<file path="config.mk">
export PLATFORM = sky130hd
export DESIGN_NAME = sensor_wake_scheduler
export DESIGN_NICKNAME = d
export VERILOG_FILES = /design/src/include/sched_pkg.sv /design/src/rate_code_expand.sv /design/src/prox3_irq_eval.sv /design/src/sensor_wake_scheduler.sv
export VERILOG_INCLUDE_DIRS = /design/src /design/src/include
export SDC_FILE = /design/constraint.sdc
export NUM_CORES = 1
export LEC_CHECK = 0
export ABC_AREA = 1
export BUFFER_PORTS_ARGS = -buffer_cell sky130_fd_sc_hd__buf_2
export CORE_UTILIZATION = 51
export CTS_CLUSTER_SIZE = 40
export DETAILED_ROUTE_END_ITERATION = 7
export HOLD_SLACK_MARGIN = 0.08
export PLACE_DENSITY = 0.69
export SKIP_LAST_GASP = 1
export SLEW_MARGIN = 20
export SYNTH_ARGS = -nofsm -noshare
export SYNTH_HDL_FRONTEND = slang
export SYNTH_SLANG_ARGS = --single-unit
export TNS_END_PERCENT = 5
</file>
<file path="constraint.sdc">
create_clock -name clk_i -period 5 [get_ports clk_i]
set_clock_uncertainty 0.1 [all_clocks]
set_input_delay 0 -clock clk_i [delete_from_list [all_inputs] [get_ports clk_i]]
set_output_delay 0 -clock clk_i [all_outputs]
set_load 0.1 [all_outputs]
</file>
<file path="src/include/sched_cfg.svh">
/*
 * Register offsets, field positions, reset values, encodings and timing
 * counts of the wake scheduler and interrupt-mode block.
 * Assumes a 100 MHz core clock.
 */
`ifndef SCHED_CFG_SVH
`define SCHED_CFG_SVH

`define REG_IRQ_MODE 8'h06
`define REG_UNLOCK_KEY 8'h07
`define REG_WAKE_CODE 8'h08
`define REG_ALS_CODE 8'h09
`define REG_RESET 8'h00
`define REG_UNMAPPED 8'h00

`define CMD_MODE_HI 3
`define CMD_MODE_LO 2
`define P3_MODE_HI 1
`define P3_MODE_LO 0

`define CMD_MODE_ANY 2'b00
`define CMD_MODE_ERR 2'b01
`define P3_MODE_DONE 2'b00
`define P3_MODE_CROSS 2'b01
`define P3_MODE_ABOVE 2'b11

`define UNLOCK_VALUE 8'h17
`define I2C_DEV_ADDR 7'h5a

`define ALS_TUNED_CODE 8'h32
`define ALS_TUNED_VALUE 16'h000a

`define CLK_PERIOD_NS 10
`define WAKE_TICK_NS 31250
`define WAKE_TICK_CYCLES ((`WAKE_TICK_NS + `CLK_PERIOD_NS - 1) / `CLK_PERIOD_NS)

`endif

</file>
<file path="src/include/sched_pkg.sv">
/*
 * Types shared by the wake scheduler files.
 * Assumes nothing beyond the configuration header.
 */
package sched_pkg;

	typedef struct packed {
		logic done;
		logic [15:0] value;
	} prox_meas_type;

	typedef enum logic [3:0] {
		I2C_IDLE, I2C_ADDR, I2C_AACK, I2C_PTR, I2C_PACK,
		I2C_WDAT, I2C_DACK, I2C_RD, I2C_RACK, I2C_RLD
	} i2c_state_type;

endpackage : sched_pkg

</file>
<file path="src/rate_code_expand.sv">
/*
 * Expands an 8-bit compressed rate code into a 16-bit integer.
 * Purely combinational; the caller registers the code.
 */
`timescale 1ns/1ps
`include "sched_cfg.svh"

module rate_code_expand #(
	parameter bit ALS_TABLE = 1'b0
) (
	input wire logic [7:0] code_i,
	output logic [15:0] value_o
);
	logic [19:0] wide;

	always_comb begin
		// Upper nibble is exponent, lower nibble a mantissa with hidden one
		wide = {15'h0000, 1'b1, code_i[3:0]} << code_i[7:4];
		value_o = wide[19:4];
		if (code_i == 8'h00) begin
			value_o = 16'h0000;
		end else if (ALS_TABLE && code_i == `ALS_TUNED_CODE) begin
			// Code 0x32 alone is tuned to the round decimal multiplier ten
			value_o = `ALS_TUNED_VALUE;
		end
	end

endmodule : rate_code_expand

</file>
<file path="src/prox3_irq_eval.sv">
/*
 * Interrupt flag of the third proximity channel with its three modes.
 * Assumes measurement results and threshold come from the core clock.
 */
`timescale 1ns/1ps
`include "sched_cfg.svh"

module prox3_irq_eval
	import sched_pkg::*;
(
	input wire logic clk_i,
	input wire logic rstn_i,
	input wire logic [1:0] mode_i,
	input wire prox_meas_type meas_i,
	input wire logic [15:0] threshold_i,
	input wire logic clr_i,
	output logic flag_o
);
	logic above_r;
	logic above_nxt;
	logic flag_r;
	logic flag_nxt;
	logic hit;

	always_comb begin
		hit = 1'b0;
		above_nxt = above_r;
		if (meas_i.done) begin
			above_nxt = meas_i.value > threshold_i;
			case (mode_i)
				`P3_MODE_DONE: hit = 1'b1;
				`P3_MODE_CROSS: hit = above_nxt != above_r;
				`P3_MODE_ABOVE: hit = above_nxt;
				default: hit = 1'b0;
			endcase
		end
		// A new event outweighs a clear in the same cycle
		flag_nxt = hit | (flag_r & ~clr_i);
	end

	always_ff @(posedge clk_i) begin
		if (!rstn_i) begin
			above_r <= 1'b0;
			flag_r <= 1'b0;
		end else begin
			above_r <= above_nxt;
			flag_r <= flag_nxt;
		end
	end

	assign flag_o = flag_r;

	a_p3_done_set: assert property (@(posedge clk_i) disable iff (!rstn_i)
		meas_i.done && mode_i == 2'b00 |=> flag_o)
		else $error("third channel flag missed a completed measurement");
	a_p3_cross_set: assert property (@(posedge clk_i) disable iff (!rstn_i)
		meas_i.done && mode_i == 2'b01 &&
		((meas_i.value > threshold_i) != above_r) |=> flag_o)
		else $error("third channel flag missed a threshold crossing");
	a_p3_above_set: assert property (@(posedge clk_i) disable iff (!rstn_i)
		meas_i.done && mode_i == 2'b11 &&
		meas_i.value > threshold_i |=> flag_o)
		else $error("third channel flag missed a value above threshold");
	a_p3_no_cause: assert property (@(posedge clk_i) disable iff (!rstn_i)
		!meas_i.done && clr_i |=> !flag_o)
		else $error("third channel flag set without a measurement");

endmodule : prox3_irq_eval

</file>
<file path="src/sensor_wake_scheduler.sv">
/*
 * I2C-reached configuration registers, command and third proximity
 * interrupt logic, and the autonomous wake and ambient light scheduler.
 * Assumes SCL and SDA arrive asynchronously and are synchronised here;
 * sequencer and measurement strobes come from the same clock.
 */
// Functional notes
// - Command interrupt mode sets the flag whatever command interrupt enable is; the enable only gates the pin.
// - Mode 00: every reply register write sets the command flag.
// - Mode 01: only replies with top bit set set the flag; 1x reserved.
// - Third channel mode 00: each completed measurement sets its flag.
// - Third channel mode 01: crossing the threshold either way sets flag.
// - Third channel mode 11: measurement above threshold sets the flag.
// - Wake interval is expanded wake code times 31.25 us.
// - Wake code zero stops the oscillator and all autonomous wakes.
// - Wake code 0x84 expands to 0x140, ten milliseconds.
// - Wake code 0x94 expands to 0x280, twenty milliseconds.
// - Wake code 0xB9 expands to 0x0C80, one hundred milliseconds.
// - Wake code 0xDF expands to 0x3E00, 496 milliseconds.
// - Wake code 0xFF expands to 0xF800, about two seconds.
// - Ambient code expands to multiplier; one measurement per that many wakes.
// - Ambient code zero stops ambient measurements; wakes continue.
// - Ambient code 0x08 gives multiplier one: every wake.
// - Ambient code 0x32 gives multiplier ten.
// - Ambient code 0x69 gives multiplier one hundred.
// - Command enable set: command flag drives the interrupt line.
// - Third channel enable set: its flag drives the interrupt line.
// - Output enable set: line pulled low while any enabled flag set.
`timescale 1ns/1ps
`include "sched_cfg.svh"

module sensor_wake_scheduler
	import sched_pkg::*;
#(
	parameter int TICK_CYCLES = `WAKE_TICK_CYCLES
) (
	input wire logic clk_i,
	input wire logic rstn_i,
	input wire logic scl_i,
	input wire logic sda_i,
	output logic sda_o,
	output logic sda_oe_o,
	input wire logic reply_wr_i,
	input wire logic [7:0] reply_data_i,
	input wire logic cmd_irq_enable_i,
	input wire logic prox3_irq_enable_i,
	input wire logic int_out_enable_i,
	input wire logic cmd_flag_clr_i,
	input wire logic prox3_flag_clr_i,
	input wire prox_meas_type prox3_meas_i,
	input wire logic [15:0] prox3_threshold_i,
	output logic int_o,
	output logic int_oe_o,
	output logic cmd_irq_flag_o,
	output logic prox3_irq_flag_o,
	output logic unlocked_o,
	output logic osc_run_o,
	output logic wake_o,
	output logic als_meas_o
);
	// Pin synchronisers: stage 1 feeds stage 2 only
	logic scl_s1_r;
	logic scl_s2_r;
	logic scl_s3_r;
	logic sda_s1_r;
	logic sda_s2_r;
	logic sda_s3_r;
	logic scl_rise;
	logic scl_fall;
	logic i2c_start;
	logic i2c_stop;

	always_ff @(posedge clk_i) begin
		if (!rstn_i) begin
			scl_s1_r <= 1'b1;
			scl_s2_r <= 1'b1;
			scl_s3_r <= 1'b1;
			sda_s1_r <= 1'b1;
			sda_s2_r <= 1'b1;
			sda_s3_r <= 1'b1;
		end else begin
			scl_s1_r <= scl_i;
			scl_s2_r <= scl_s1_r;
			scl_s3_r <= scl_s2_r;
			sda_s1_r <= sda_i;
			sda_s2_r <= sda_s1_r;
			sda_s3_r <= sda_s2_r;
		end
	end

	assign scl_rise = scl_s2_r & ~scl_s3_r;
	assign scl_fall = ~scl_s2_r & scl_s3_r;
	assign i2c_start = scl_s2_r & scl_s3_r & sda_s3_r & ~sda_s2_r;
	assign i2c_stop = scl_s2_r & scl_s3_r & ~sda_s3_r & sda_s2_r;

	// Register file
	logic [3:0] mode_r;
	logic [3:0] mode_nxt;
	logic [7:0] key_r;
	logic [7:0] key_nxt;
	logic [7:0] wake_code_r;
	logic [7:0] wake_code_nxt;
	logic [7:0] als_code_r;
	logic [7:0] als_code_nxt;
	logic [7:0] rdata;

	// I2C slave state
	i2c_state_type st_r;
	i2c_state_type st_nxt;
	logic [3:0] cnt_r;
	logic [3:0] cnt_nxt;
	logic [7:0] sh_r;
	logic [7:0] sh_nxt;
	logic [7:0] ptr_r;
	logic [7:0] ptr_nxt;
	logic rw_r;
	logic rw_nxt;
	logic oe_r;
	logic oe_nxt;
	logic wr_r;
	logic wr_nxt;

	always_comb begin
		if (ptr_r == `REG_IRQ_MODE) begin
			rdata = {4'h0, mode_r};
		end else if (ptr_r == `REG_UNLOCK_KEY) begin
			rdata = key_r;
		end else if (ptr_r == `REG_WAKE_CODE) begin
			rdata = wake_code_r;
		end else if (ptr_r == `REG_ALS_CODE) begin
			rdata = als_code_r;
		end else begin
			rdata = `REG_UNMAPPED;
		end
	end

	always_comb begin
		st_nxt = st_r;
		cnt_nxt = cnt_r;
		sh_nxt = sh_r;
		ptr_nxt = ptr_r;
		rw_nxt = rw_r;
		oe_nxt = oe_r;
		wr_nxt = 1'b0;
		if (i2c_start) begin
			st_nxt = I2C_ADDR;
			cnt_nxt = 4'h0;
			oe_nxt = 1'b0;
		end else if (i2c_stop) begin
			st_nxt = I2C_IDLE;
			oe_nxt = 1'b0;
		end else if (scl_rise) begin
			case (st_r)
				I2C_ADDR, I2C_PTR, I2C_WDAT: begin
					sh_nxt = {sh_r[6:0], sda_s2_r};
					cnt_nxt = cnt_r + 4'h1;
				end
				I2C_RD: cnt_nxt = cnt_r + 4'h1;
				I2C_RACK: begin
					// A master NACK ends the read; wait for stop
					if (sda_s2_r) begin
						st_nxt = I2C_IDLE;
					end else begin
						ptr_nxt = ptr_r + 8'h01;
						st_nxt = I2C_RLD;
					end
				end
				default: st_nxt = st_r;
			endcase
		end else if (scl_fall) begin
			case (st_r)
				I2C_ADDR: begin
					if (cnt_r == 4'h8) begin
						if (sh_r[7:1] == `I2C_DEV_ADDR) begin
							oe_nxt = 1'b1;
							rw_nxt = sh_r[0];
							st_nxt = I2C_AACK;
						end else begin
							st_nxt = I2C_IDLE;
						end
					end
				end
				I2C_AACK, I2C_RLD: begin
					cnt_nxt = 4'h0;
					if (rw_r) begin
						sh_nxt = rdata;
						oe_nxt = ~rdata[7];
						st_nxt = I2C_RD;
					end else begin
						oe_nxt = 1'b0;
						st_nxt = I2C_PTR;
					end
				end
				I2C_PTR: begin
					if (cnt_r == 4'h8) begin
						ptr_nxt = sh_r;
						oe_nxt = 1'b1;
						st_nxt = I2C_PACK;
					end
				end
				I2C_PACK, I2C_DACK: begin
					if (st_r == I2C_DACK) begin
						ptr_nxt = ptr_r + 8'h01;
					end
					oe_nxt = 1'b0;
					cnt_nxt = 4'h0;
					st_nxt = I2C_WDAT;
				end
				I2C_WDAT: begin
					if (cnt_r == 4'h8) begin
						wr_nxt = 1'b1;
						oe_nxt = 1'b1;
						st_nxt = I2C_DACK;
					end
				end
				I2C_RD: begin
					if (cnt_r == 4'h8) begin
						oe_nxt = 1'b0;
						st_nxt = I2C_RACK;
					end else begin
						sh_nxt = {sh_r[6:0], 1'b0};
						oe_nxt = ~sh_r[6];
					end
				end
				default: st_nxt = st_r;
			endcase
		end
	end

	always_ff @(posedge clk_i) begin
		if (!rstn_i) begin
			st_r <= I2C_IDLE;
			cnt_r <= 4'h0;
			sh_r <= 8'h00;
			ptr_r <= 8'h00;
			rw_r <= 1'b0;
			oe_r <= 1'b0;
			wr_r <= 1'b0;
		end else begin
			st_r <= st_nxt;
			cnt_r <= cnt_nxt;
			sh_r <= sh_nxt;
			ptr_r <= ptr_nxt;
			rw_r <= rw_nxt;
			oe_r <= oe_nxt;
			wr_r <= wr_nxt;
		end
	end

	// Write lands one cycle after the eighth data bit's falling SCL
	always_comb begin
		mode_nxt = mode_r;
		key_nxt = key_r;
		wake_code_nxt = wake_code_r;
		als_code_nxt = als_code_r;
		if (wr_r) begin
			if (ptr_r == `REG_IRQ_MODE) begin
				mode_nxt = sh_r[3:0];
			end else if (ptr_r == `REG_UNLOCK_KEY) begin
				key_nxt = sh_r;
			end else if (ptr_r == `REG_WAKE_CODE) begin
				// Codes 0x01..0x17 are the host's to avoid
				wake_code_nxt = sh_r;
			end else if (ptr_r == `REG_ALS_CODE) begin
				als_code_nxt = sh_r;
			end
		end
	end

	always_ff @(posedge clk_i) begin
		if (!rstn_i) begin
			mode_r <= 4'(`REG_RESET);
			key_r <= `REG_RESET;
			wake_code_r <= `REG_RESET;
			als_code_r <= `REG_RESET;
		end else begin
			mode_r <= mode_nxt;
			key_r <= key_nxt;
			wake_code_r <= wake_code_nxt;
			als_code_r <= als_code_nxt;
		end
	end

	// Interrupt flags and pin
	logic [1:0] cmd_mode;
	logic cmd_hit;
	logic cmd_flag_r;
	logic cmd_flag_nxt;
	logic p3_flag;
	logic int_oe_r;
	logic int_oe_nxt;
	logic unlocked_r;
	logic unlocked_nxt;

	assign cmd_mode = mode_r[`CMD_MODE_HI:`CMD_MODE_LO];

	always_comb begin
		cmd_hit = 1'b0;
		if (reply_wr_i) begin
			case (cmd_mode)
				`CMD_MODE_ANY: cmd_hit = 1'b1;
				`CMD_MODE_ERR: cmd_hit = reply_data_i[7];
				default: cmd_hit = 1'b0;
			endcase
		end
		cmd_flag_nxt = cmd_hit | (cmd_flag_r & ~cmd_flag_clr_i);
		int_oe_nxt = int_out_enable_i &
			((cmd_flag_r & cmd_irq_enable_i) |
			(p3_flag & prox3_irq_enable_i));
		// Only reported; the host is expected to unlock first
		unlocked_nxt = key_r == `UNLOCK_VALUE;
	end

	always_ff @(posedge clk_i) begin
		if (!rstn_i) begin
			cmd_flag_r <= 1'b0;
			int_oe_r <= 1'b0;
			unlocked_r <= 1'b0;
		end else begin
			cmd_flag_r <= cmd_flag_nxt;
			int_oe_r <= int_oe_nxt;
			unlocked_r <= unlocked_nxt;
		end
	end

	prox3_irq_eval u_prox3 (
		.clk_i(clk_i),
		.rstn_i(rstn_i),
		.mode_i(mode_r[`P3_MODE_HI:`P3_MODE_LO]),
		.meas_i(prox3_meas_i),
		.threshold_i(prox3_threshold_i),
		.clr_i(prox3_flag_clr_i),
		.flag_o(p3_flag)
	);

	// Wake and ambient light scheduler
	logic [15:0] wake_period;
	logic [15:0] als_mult;
	logic [15:0] tick_r;
	logic [15:0] tick_nxt;
	logic [15:0] per_r;
	logic [15:0] per_nxt;
	logic [15:0] als_cnt_r;
	logic [15:0] als_cnt_nxt;
	logic wake_r;
	logic wake_nxt;
	logic als_r;
	logic als_nxt;
	logic osc_r;
	logic osc_nxt;

	rate_code_expand #(.ALS_TABLE(1'b0)) u_wake_dec (
		.code_i(wake_code_r),
		.value_o(wake_period)
	);

	rate_code_expand #(.ALS_TABLE(1'b1)) u_als_dec (
		.code_i(als_code_r),
		.value_o(als_mult)
	);

	always_comb begin
		tick_nxt = tick_r;
		per_nxt = per_r;
		als_cnt_nxt = als_cnt_r;
		wake_nxt = 1'b0;
		als_nxt = 1'b0;
		osc_nxt = wake_code_r != 8'h00;
		if (wake_code_r == 8'h00) begin
			// Oscillator off: counters held cleared
			tick_nxt = 16'h0000;
			per_nxt = 16'h0000;
			als_cnt_nxt = 16'h0000;
		end else if (tick_r >= 16'(TICK_CYCLES - 1)) begin
			tick_nxt = 16'h0000;
			if (per_r >= wake_period - 16'h0001) begin
				per_nxt = 16'h0000;
				wake_nxt = 1'b1;
				if (als_mult == 16'h0000) begin
					als_cnt_nxt = 16'h0000;
				end else if (als_cnt_r <= 16'h0001) begin
					als_cnt_nxt = als_mult;
					als_nxt = 1'b1;
				end else begin
					als_cnt_nxt = als_cnt_r - 16'h0001;
				end
			end else begin
				per_nxt = per_r + 16'h0001;
			end
		end else begin
			tick_nxt = tick_r + 16'h0001;
		end
	end

	always_ff @(posedge clk_i) begin
		if (!rstn_i) begin
			tick_r <= 16'h0000;
			per_r <= 16'h0000;
			als_cnt_r <= 16'h0000;
			wake_r <= 1'b0;
			als_r <= 1'b0;
			osc_r <= 1'b0;
		end else begin
			tick_r <= tick_nxt;
			per_r <= per_nxt;
			als_cnt_r <= als_cnt_nxt;
			wake_r <= wake_nxt;
			als_r <= als_nxt;
			osc_r <= osc_nxt;
		end
	end

	// Open drain pins: only ever pull low
	assign sda_o = 1'b0;
	assign sda_oe_o = oe_r;
	assign int_o = 1'b0;
	assign int_oe_o = int_oe_r;
	assign cmd_irq_flag_o = cmd_flag_r;
	assign prox3_irq_flag_o = p3_flag;
	assign unlocked_o = unlocked_r;
	assign osc_run_o = osc_r;
	assign wake_o = wake_r;
	assign als_meas_o = als_r;

	// Helper: cycles between wakes under a steady code
	logic [31:0] gap_r;
	logic steady_r;
	logic [7:0] last_code_r;

	always_ff @(posedge clk_i) begin
		if (!rstn_i) begin
			gap_r <= 32'h0;
			steady_r <= 1'b0;
			last_code_r <= 8'h00;
		end else begin
			last_code_r <= wake_code_r;
			gap_r <= wake_r ? 32'h0 : gap_r + 32'h1;
			if (last_code_r != wake_code_r) begin
				steady_r <= 1'b0;
			end else if (wake_r) begin
				steady_r <= 1'b1;
			end
		end
	end

	a_cmd_any_write: assert property (@(posedge clk_i) disable iff (!rstn_i)
		reply_wr_i && cmd_mode == 2'b00 |=> cmd_irq_flag_o)
		else $error("command flag missed a reply write");
	a_cmd_err_only: assert property (@(posedge clk_i) disable iff (!rstn_i)
		cmd_mode == 2'b01 && cmd_flag_clr_i &&
		!(reply_wr_i && reply_data_i[7]) |=> !cmd_irq_flag_o)
		else $error("command flag set by a non-error reply");
	a_int_gated: assert property (@(posedge clk_i) disable iff (!rstn_i)
		!int_out_enable_i || (!cmd_irq_enable_i && !prox3_irq_enable_i)
		|=> !int_oe_o)
		else $error("interrupt line driven while not enabled");
	a_int_drives: assert property (@(posedge clk_i) disable iff (!rstn_i)
		int_out_enable_i && ((cmd_irq_flag_o && cmd_irq_enable_i) ||
		(prox3_irq_flag_o && prox3_irq_enable_i)) |=> int_oe_o)
		else $error("interrupt line not driven for an enabled flag");
	a_osc_stop: assert property (@(posedge clk_i) disable iff (!rstn_i)
		wake_code_r == 8'h00 |=> !osc_run_o && !wake_o)
		else $error("wake activity with wake code zero");
	a_wake_gap: assert property (@(posedge clk_i) disable iff (!rstn_i)
		wake_o && steady_r && last_code_r == wake_code_r |->
		gap_r == 32'(wake_period) * 32'(TICK_CYCLES) - 32'h1)
		else $error("wake interval differs from decoded period");
	a_wake_table: assert property (@(posedge clk_i) disable iff (!rstn_i)
		(wake_code_r == 8'h84 -> wake_period == 16'h0140) &&
		(wake_code_r == 8'h94 -> wake_period == 16'h0280) &&
		(wake_code_r == 8'hb9 -> wake_period == 16'h0c80) &&
		(wake_code_r == 8'hdf -> wake_period == 16'h3e00) &&
		(wake_code_r == 8'hff -> wake_period == 16'hf800))
		else $error("wake code expanded wrongly");
	a_als_table: assert property (@(posedge clk_i) disable iff (!rstn_i)
		(als_code_r == 8'h08 -> als_mult == 16'h0001) &&
		(als_code_r == 8'h32 -> als_mult == 16'h000a) &&
		(als_code_r == 8'h69 -> als_mult == 16'h0064))
		else $error("ambient code expanded wrongly");
	a_als_on_wake: assert property (@(posedge clk_i) disable iff (!rstn_i)
		als_meas_o |-> wake_o && $past(als_code_r) != 8'h00)
		else $error("ambient measurement off a wake or while disabled");

endmodule : sensor_wake_scheduler

</file>
==> tab_implementation.tex <==
\begin{tabular}{lr}
\hline
Metric & Value \\
\hline
\multicolumn{2}{l}{\textbf{STA}} \\
Post-route setup slack & 1.048 ns \\
Slew @ Worst Pin & roughly 0.74 ns \\
Max-slew violation count & 0 \\
Hold Violations, Final & 0 \\
Hold Worst Slack & 0.1273 ns \\
Final period demand of the worst path & 3.952 ns \\
Total negative slack for setup checks & 0 ns \\
F\_max & 253.1 MHz \\
RSZ-0062 raised after global routing & no \\
Final Cycle Share & 0.7903 \\
Worst slew margin relative to its limit & 0.5044 \\
Setup Viol. Count Final & 0 \\
\multicolumn{2}{l}{\textbf{GRT}} \\
Global routing usage on met3 & 0.05272 \\
Total global routing track utilization & 0.2519 \\
Initial antenna violation count & 0 \\
Largest net degree at the start of global routing & 44 \\
Busiest metal layer after global routing & met2 \\
Gr ovfl total & 0 \\
Global-route met2 utilization & 0.4299 \\
Met1 Resource Use GR & 0.3143 \\
Wire length of the first global-routing pass & around 33 mm \\
Number of global-route vias before repair & 7,349 \\
\multicolumn{2}{l}{\textbf{Worst setup path}} \\
Data arrival time of the critical path & between 4 and 5 ns \\
Crit Reg-Reg Startpoint & wake\_code\_r[4]\$\_SDFFE\_PN0P\_ \\
Highest net fanout along the worst path & 17 \\
Type of element capturing the critical path & flip-flop \\
Required time of the critical path & 5.25 ns \\
Worst reg-to-reg setup slack & 1.05 ns \\
R2R cell count & 21 \\
Reg-to-reg critical path endpoint & per\_r[0]\$\_SDFFE\_PP0N\_ \\
Element type at the critical path start & flip-flop \\
Type of the worst setup path & flip-flop to flip-flop \\
\multicolumn{2}{l}{\textbf{Finish}} \\
Number of standard cells in the final layout excluding fillers & about 1,500 \\
Proportion of layout cells with a drive suffix above 1 & 0.1179 \\
Antenna diode count & 0 \\
\# nets final & 1,374 \\
Final Instance Area & roughly 9000 um\^{}2 \\
Commonest cells after routing, fill and taps aside & 296 x sky130\_fd\_sc\_hd\_\_nand2\_1, 135 x sky130\_fd\_sc\_hd\_\_inv\_1, 117 x sky130\_fd\_sc\_hd\_\_dfxtp\_1 \\
Post-layout utilization of the core & 0.5896 \\
Relative area change from synthesis to final layout & 12.68\% \\
Most common cell after layout, fill and taps aside & sky130\_fd\_sc\_hd\_\_nand2\_1 \\
\multicolumn{2}{l}{\textbf{Yosys}} \\
Complex-gate fraction of the synthesized area & 0.1604 \\
Warnings from Yosys & 0 \\
Portion of the post-synthesis area used by sequential elements & 0.2944 \\
Dominant combinational cell family by area after synthesis & simple AND/OR/NAND/NOR gates \\
Simple logic cell fraction of the synthesized area & 0.3355 \\
Netlist Area Pre-Place & 7955 um\^{}2 \\
Area share of xor/xnor cells in the synthesized design & 0.03853 \\
Proportion of netlist area held by the largest area contributor & 0.2944 \\
Yosys reg bits & roughly 120 \\
Cell type contributing the most total cell area after synthesis & sky130\_fd\_sc\_hd\_\_dfxtp\_1 \\
Share of cell area taken by muxes after synthesis & 0 \\
Count of distinct cell types in the synthesized netlist & 46 \\
Mean instance size in the synthesized netlist & 6.521 um\^{}2 \\
Top cells by area, synth & sky130\_fd\_sc\_hd\_\_dfxtp\_1 29\%, sky130\_fd\_sc\_hd\_\_nand2\_1 14\%, sky130\_fd\_sc\_hd\_\_ha\_1 7.4\%, sky130\_fd\_sc\_hd\_\_a21oi\_1 7.2\%, sky130\_fd\_sc\_hd\_\_inv\_1 6.4\% \\
Cells after Synth & between 1,000 and 1,500 \\
Adder and majority gate portion of the synthesized area & 0.07392 \\
\multicolumn{2}{l}{\textbf{Clock tree}} \\
Clock tree from TritonCTS & built \\
Reg clk slew, reported paths & 0.06 ns \\
Maximum root-to-sink buffer count & 2 \\
Skew-Pair Late Insertion Delay & 0.42 ns \\
Clock net sink count & 117 \\
Root buffer cell & sky130\_fd\_sc\_hd\_\_clkbuf\_16 \\
Postcts setup bufs & 0 \\
TritonCTS buffer count & 17 \\
CTS H-tree depth & 4 \\
\multicolumn{2}{l}{\textbf{Route}} \\
Via/cell ratio & 5.334 \\
Total number of vias & 7,879 \\
Total routed wirelength & 19.28 mm \\
TritonRoute pass-1 iters & 6 \\
Routed len/inst & 13.05 um \\
Number of nets with antenna violations after routing & 0 \\
Starting DRT DRC Count & 637 \\
Remaining design rule violation count & 0 \\
\multicolumn{2}{l}{\textbf{Placement}} \\
Cell area reported after detailed placement & 8295 um\^{}2 \\
Placed Cells incl. Taps & roughly 1,400 \\
DP Worst Slack & 1.075 ns \\
Routability congestion estimate & 0.8876 \\
Buffers on Ports & about 50 \\
DP HPWL & 14.12 mm \\
\multicolumn{2}{l}{\textbf{Min path}} \\
Tightest Hold Check Type & primary input to flip-flop \\
Min-Delay Startpoint & prox3\_threshold\_i[0] \\
Number of cells on the worst hold path & 7 \\
End point of the worst hold path & u\_prox3.above\_r\$\_SDFFE\_PN0P\_ \\
\multicolumn{2}{l}{\textbf{Job}} \\
Max-capacitance violation count & 0 \\
\multicolumn{2}{l}{\textbf{Power and ir drop}} \\
Power density normalized to cell area & 250.2 nW/um\^{}2 \\
Lkg Pwr & 4.175 nW \\
Largest voltage drop on the vdd net & 0.0002365 V \\
PnR Total Power & 2.243 mW \\
\multicolumn{2}{l}{\textbf{Die}} \\
Chip width & 126.9 um \\
Io pins & 61 \\
Std-Cell Rows & 45 \\
Area of the die & 16,100 um\^{}2 \\
Area of the core & between 15,000 and 20,000 um\^{}2 \\
Vertical die dimension & $\sim$130 um \\
Starting utilization of the core area & 0.5233 \\
\multicolumn{2}{l}{\textbf{Status}} \\
Result of the run & finished, final reports clean \\
\hline
\end{tabular}
-- worst max path at each step --
stage | startpoint | end | slack, ns | depth (start not counted)
2_1_floorplan | wake_code_r[5]$_SDFFE_PN0P_ | als_cnt_r[12]$_SDFFE_PP0P_ | 1.86 | 23
3_3_place_gp | wake_code_r[4]$_SDFFE_PN0P_ | per_r[12]$_SDFFE_PP0N_ | 1.15 | 20
3_5_place_dp | wake_code_r[4]$_SDFFE_PN0P_ | per_r[0]$_SDFFE_PP0N_ | 1.07 | 21
4_1_cts | wake_code_r[4]$_SDFFE_PN0P_ | per_r[0]$_SDFFE_PP0N_ | 1.05 | 21
5_1_grt | wake_code_r[4]$_SDFFE_PN0P_ | per_r[0]$_SDFFE_PP0N_ | 0.69 | 21
6_report | wake_code_r[4]$_SDFFE_PN0P_ | per_r[0]$_SDFFE_PP0N_ | 1.05 | 21
-- power by group --
part / internal, mW / switching [mW]
registers: 0.942 / 0.00615
clock network: 0.697 / 0.465
logic: 0.0483 / 0.0845
total: 1.69 / 0.556
-- layer usage --
layer  vias to the layer above  share of wire
li1                       4122              -
met1                      3531           0.47
met4                         0          0.022
met5                         -              0
met3                        39          0.044
met2                       187           0.47
-- cell usage after synthesis, drive strengths merged --
cell type and n:
nor3 30, clkinv 2, xor2 26, nand2 309, a31oi 8, xnor2 9
clkbuf 7, o22ai 4, nand4 27, dfxtp 117, conb 1, a211oi 1
nor2 120, nor3b 3, o21bai 2, a22oi 1, nand3 94, a21o 1
or2 7, o21ai 87, o2111ai 1, inv 152, a221oi 1, buf 25
ha 47, a21oi 116, o21a 6, nand3b 5, o211ai 8, nor4 3
-- cell families after synthesis --
| kind of cell | count (synthesis) |
|---|---|
| flip-flops | 117 |
| AND/OR/NAND/NOR | 598 |
| XOR/XNOR | 35 |
| adder cells (fa/ha/maj) | 47 |
| buffers and inverters | 186 |
| other | 1 |
| AO/OA/AOI/OAI | 236 |
-- repair_timing --
item                      in CTS  in global routing
hold endpoints to repair      16                  0
resized for setup              0                  0
hold buffers                  10                  0
-- registers in the layout (all words and copies together), names as in the netlist, 8 cells and up --
register     count
sh_r             8
key_r            8
wake_code_r      8
ptr_r            8
als_cnt_r       16
als_code_r       8
tick_r          16
per_r           16
-- worst max-delay path, stage by stage (launching register included) --
cell,delay (ns)
sky130_fd_sc_hd__dfxtp_1,0.61
sky130_fd_sc_hd__nand2_1,0.12
sky130_fd_sc_hd__o21ai_2,0.09
sky130_fd_sc_hd__nand2_1,0.11
sky130_fd_sc_hd__nand3_1,0.09
sky130_fd_sc_hd__nand2_1,0.09
sky130_fd_sc_hd__nand2_2,0.12
sky130_fd_sc_hd__ha_1,0.26
sky130_fd_sc_hd__inv_1,0.08
sky130_fd_sc_hd__nor3_2,0.26
sky130_fd_sc_hd__nand2_1,0.08
sky130_fd_sc_hd__nand2_1,0.06
sky130_fd_sc_hd__nand2_1,0.05
sky130_fd_sc_hd__ha_1,0.29
sky130_fd_sc_hd__nand2_1,0.06
sky130_fd_sc_hd__o21ai_0,0.08
sky130_fd_sc_hd__o21bai_1,0.18
sky130_fd_sc_hd__a21oi_2,0.25
sky130_fd_sc_hd__nand2_1,0.17
sky130_fd_sc_hd__nand2_2,0.32
sky130_fd_sc_hd__nand2_2,0.23
sky130_fd_sc_hd__a21oi_1,0.18
-- cell type report --
cell class	instances	area [um^2]
clock buffer	18	439.2
clock inverter	14	128.9
multi-input combinational	922	4862
fill	1475	6238
sequential	117	2342
inverter	154	578.1
timing repair buffer	64	377.9
tap	188	235.2
Note: power is estimated with default switching activity, not from simulation.
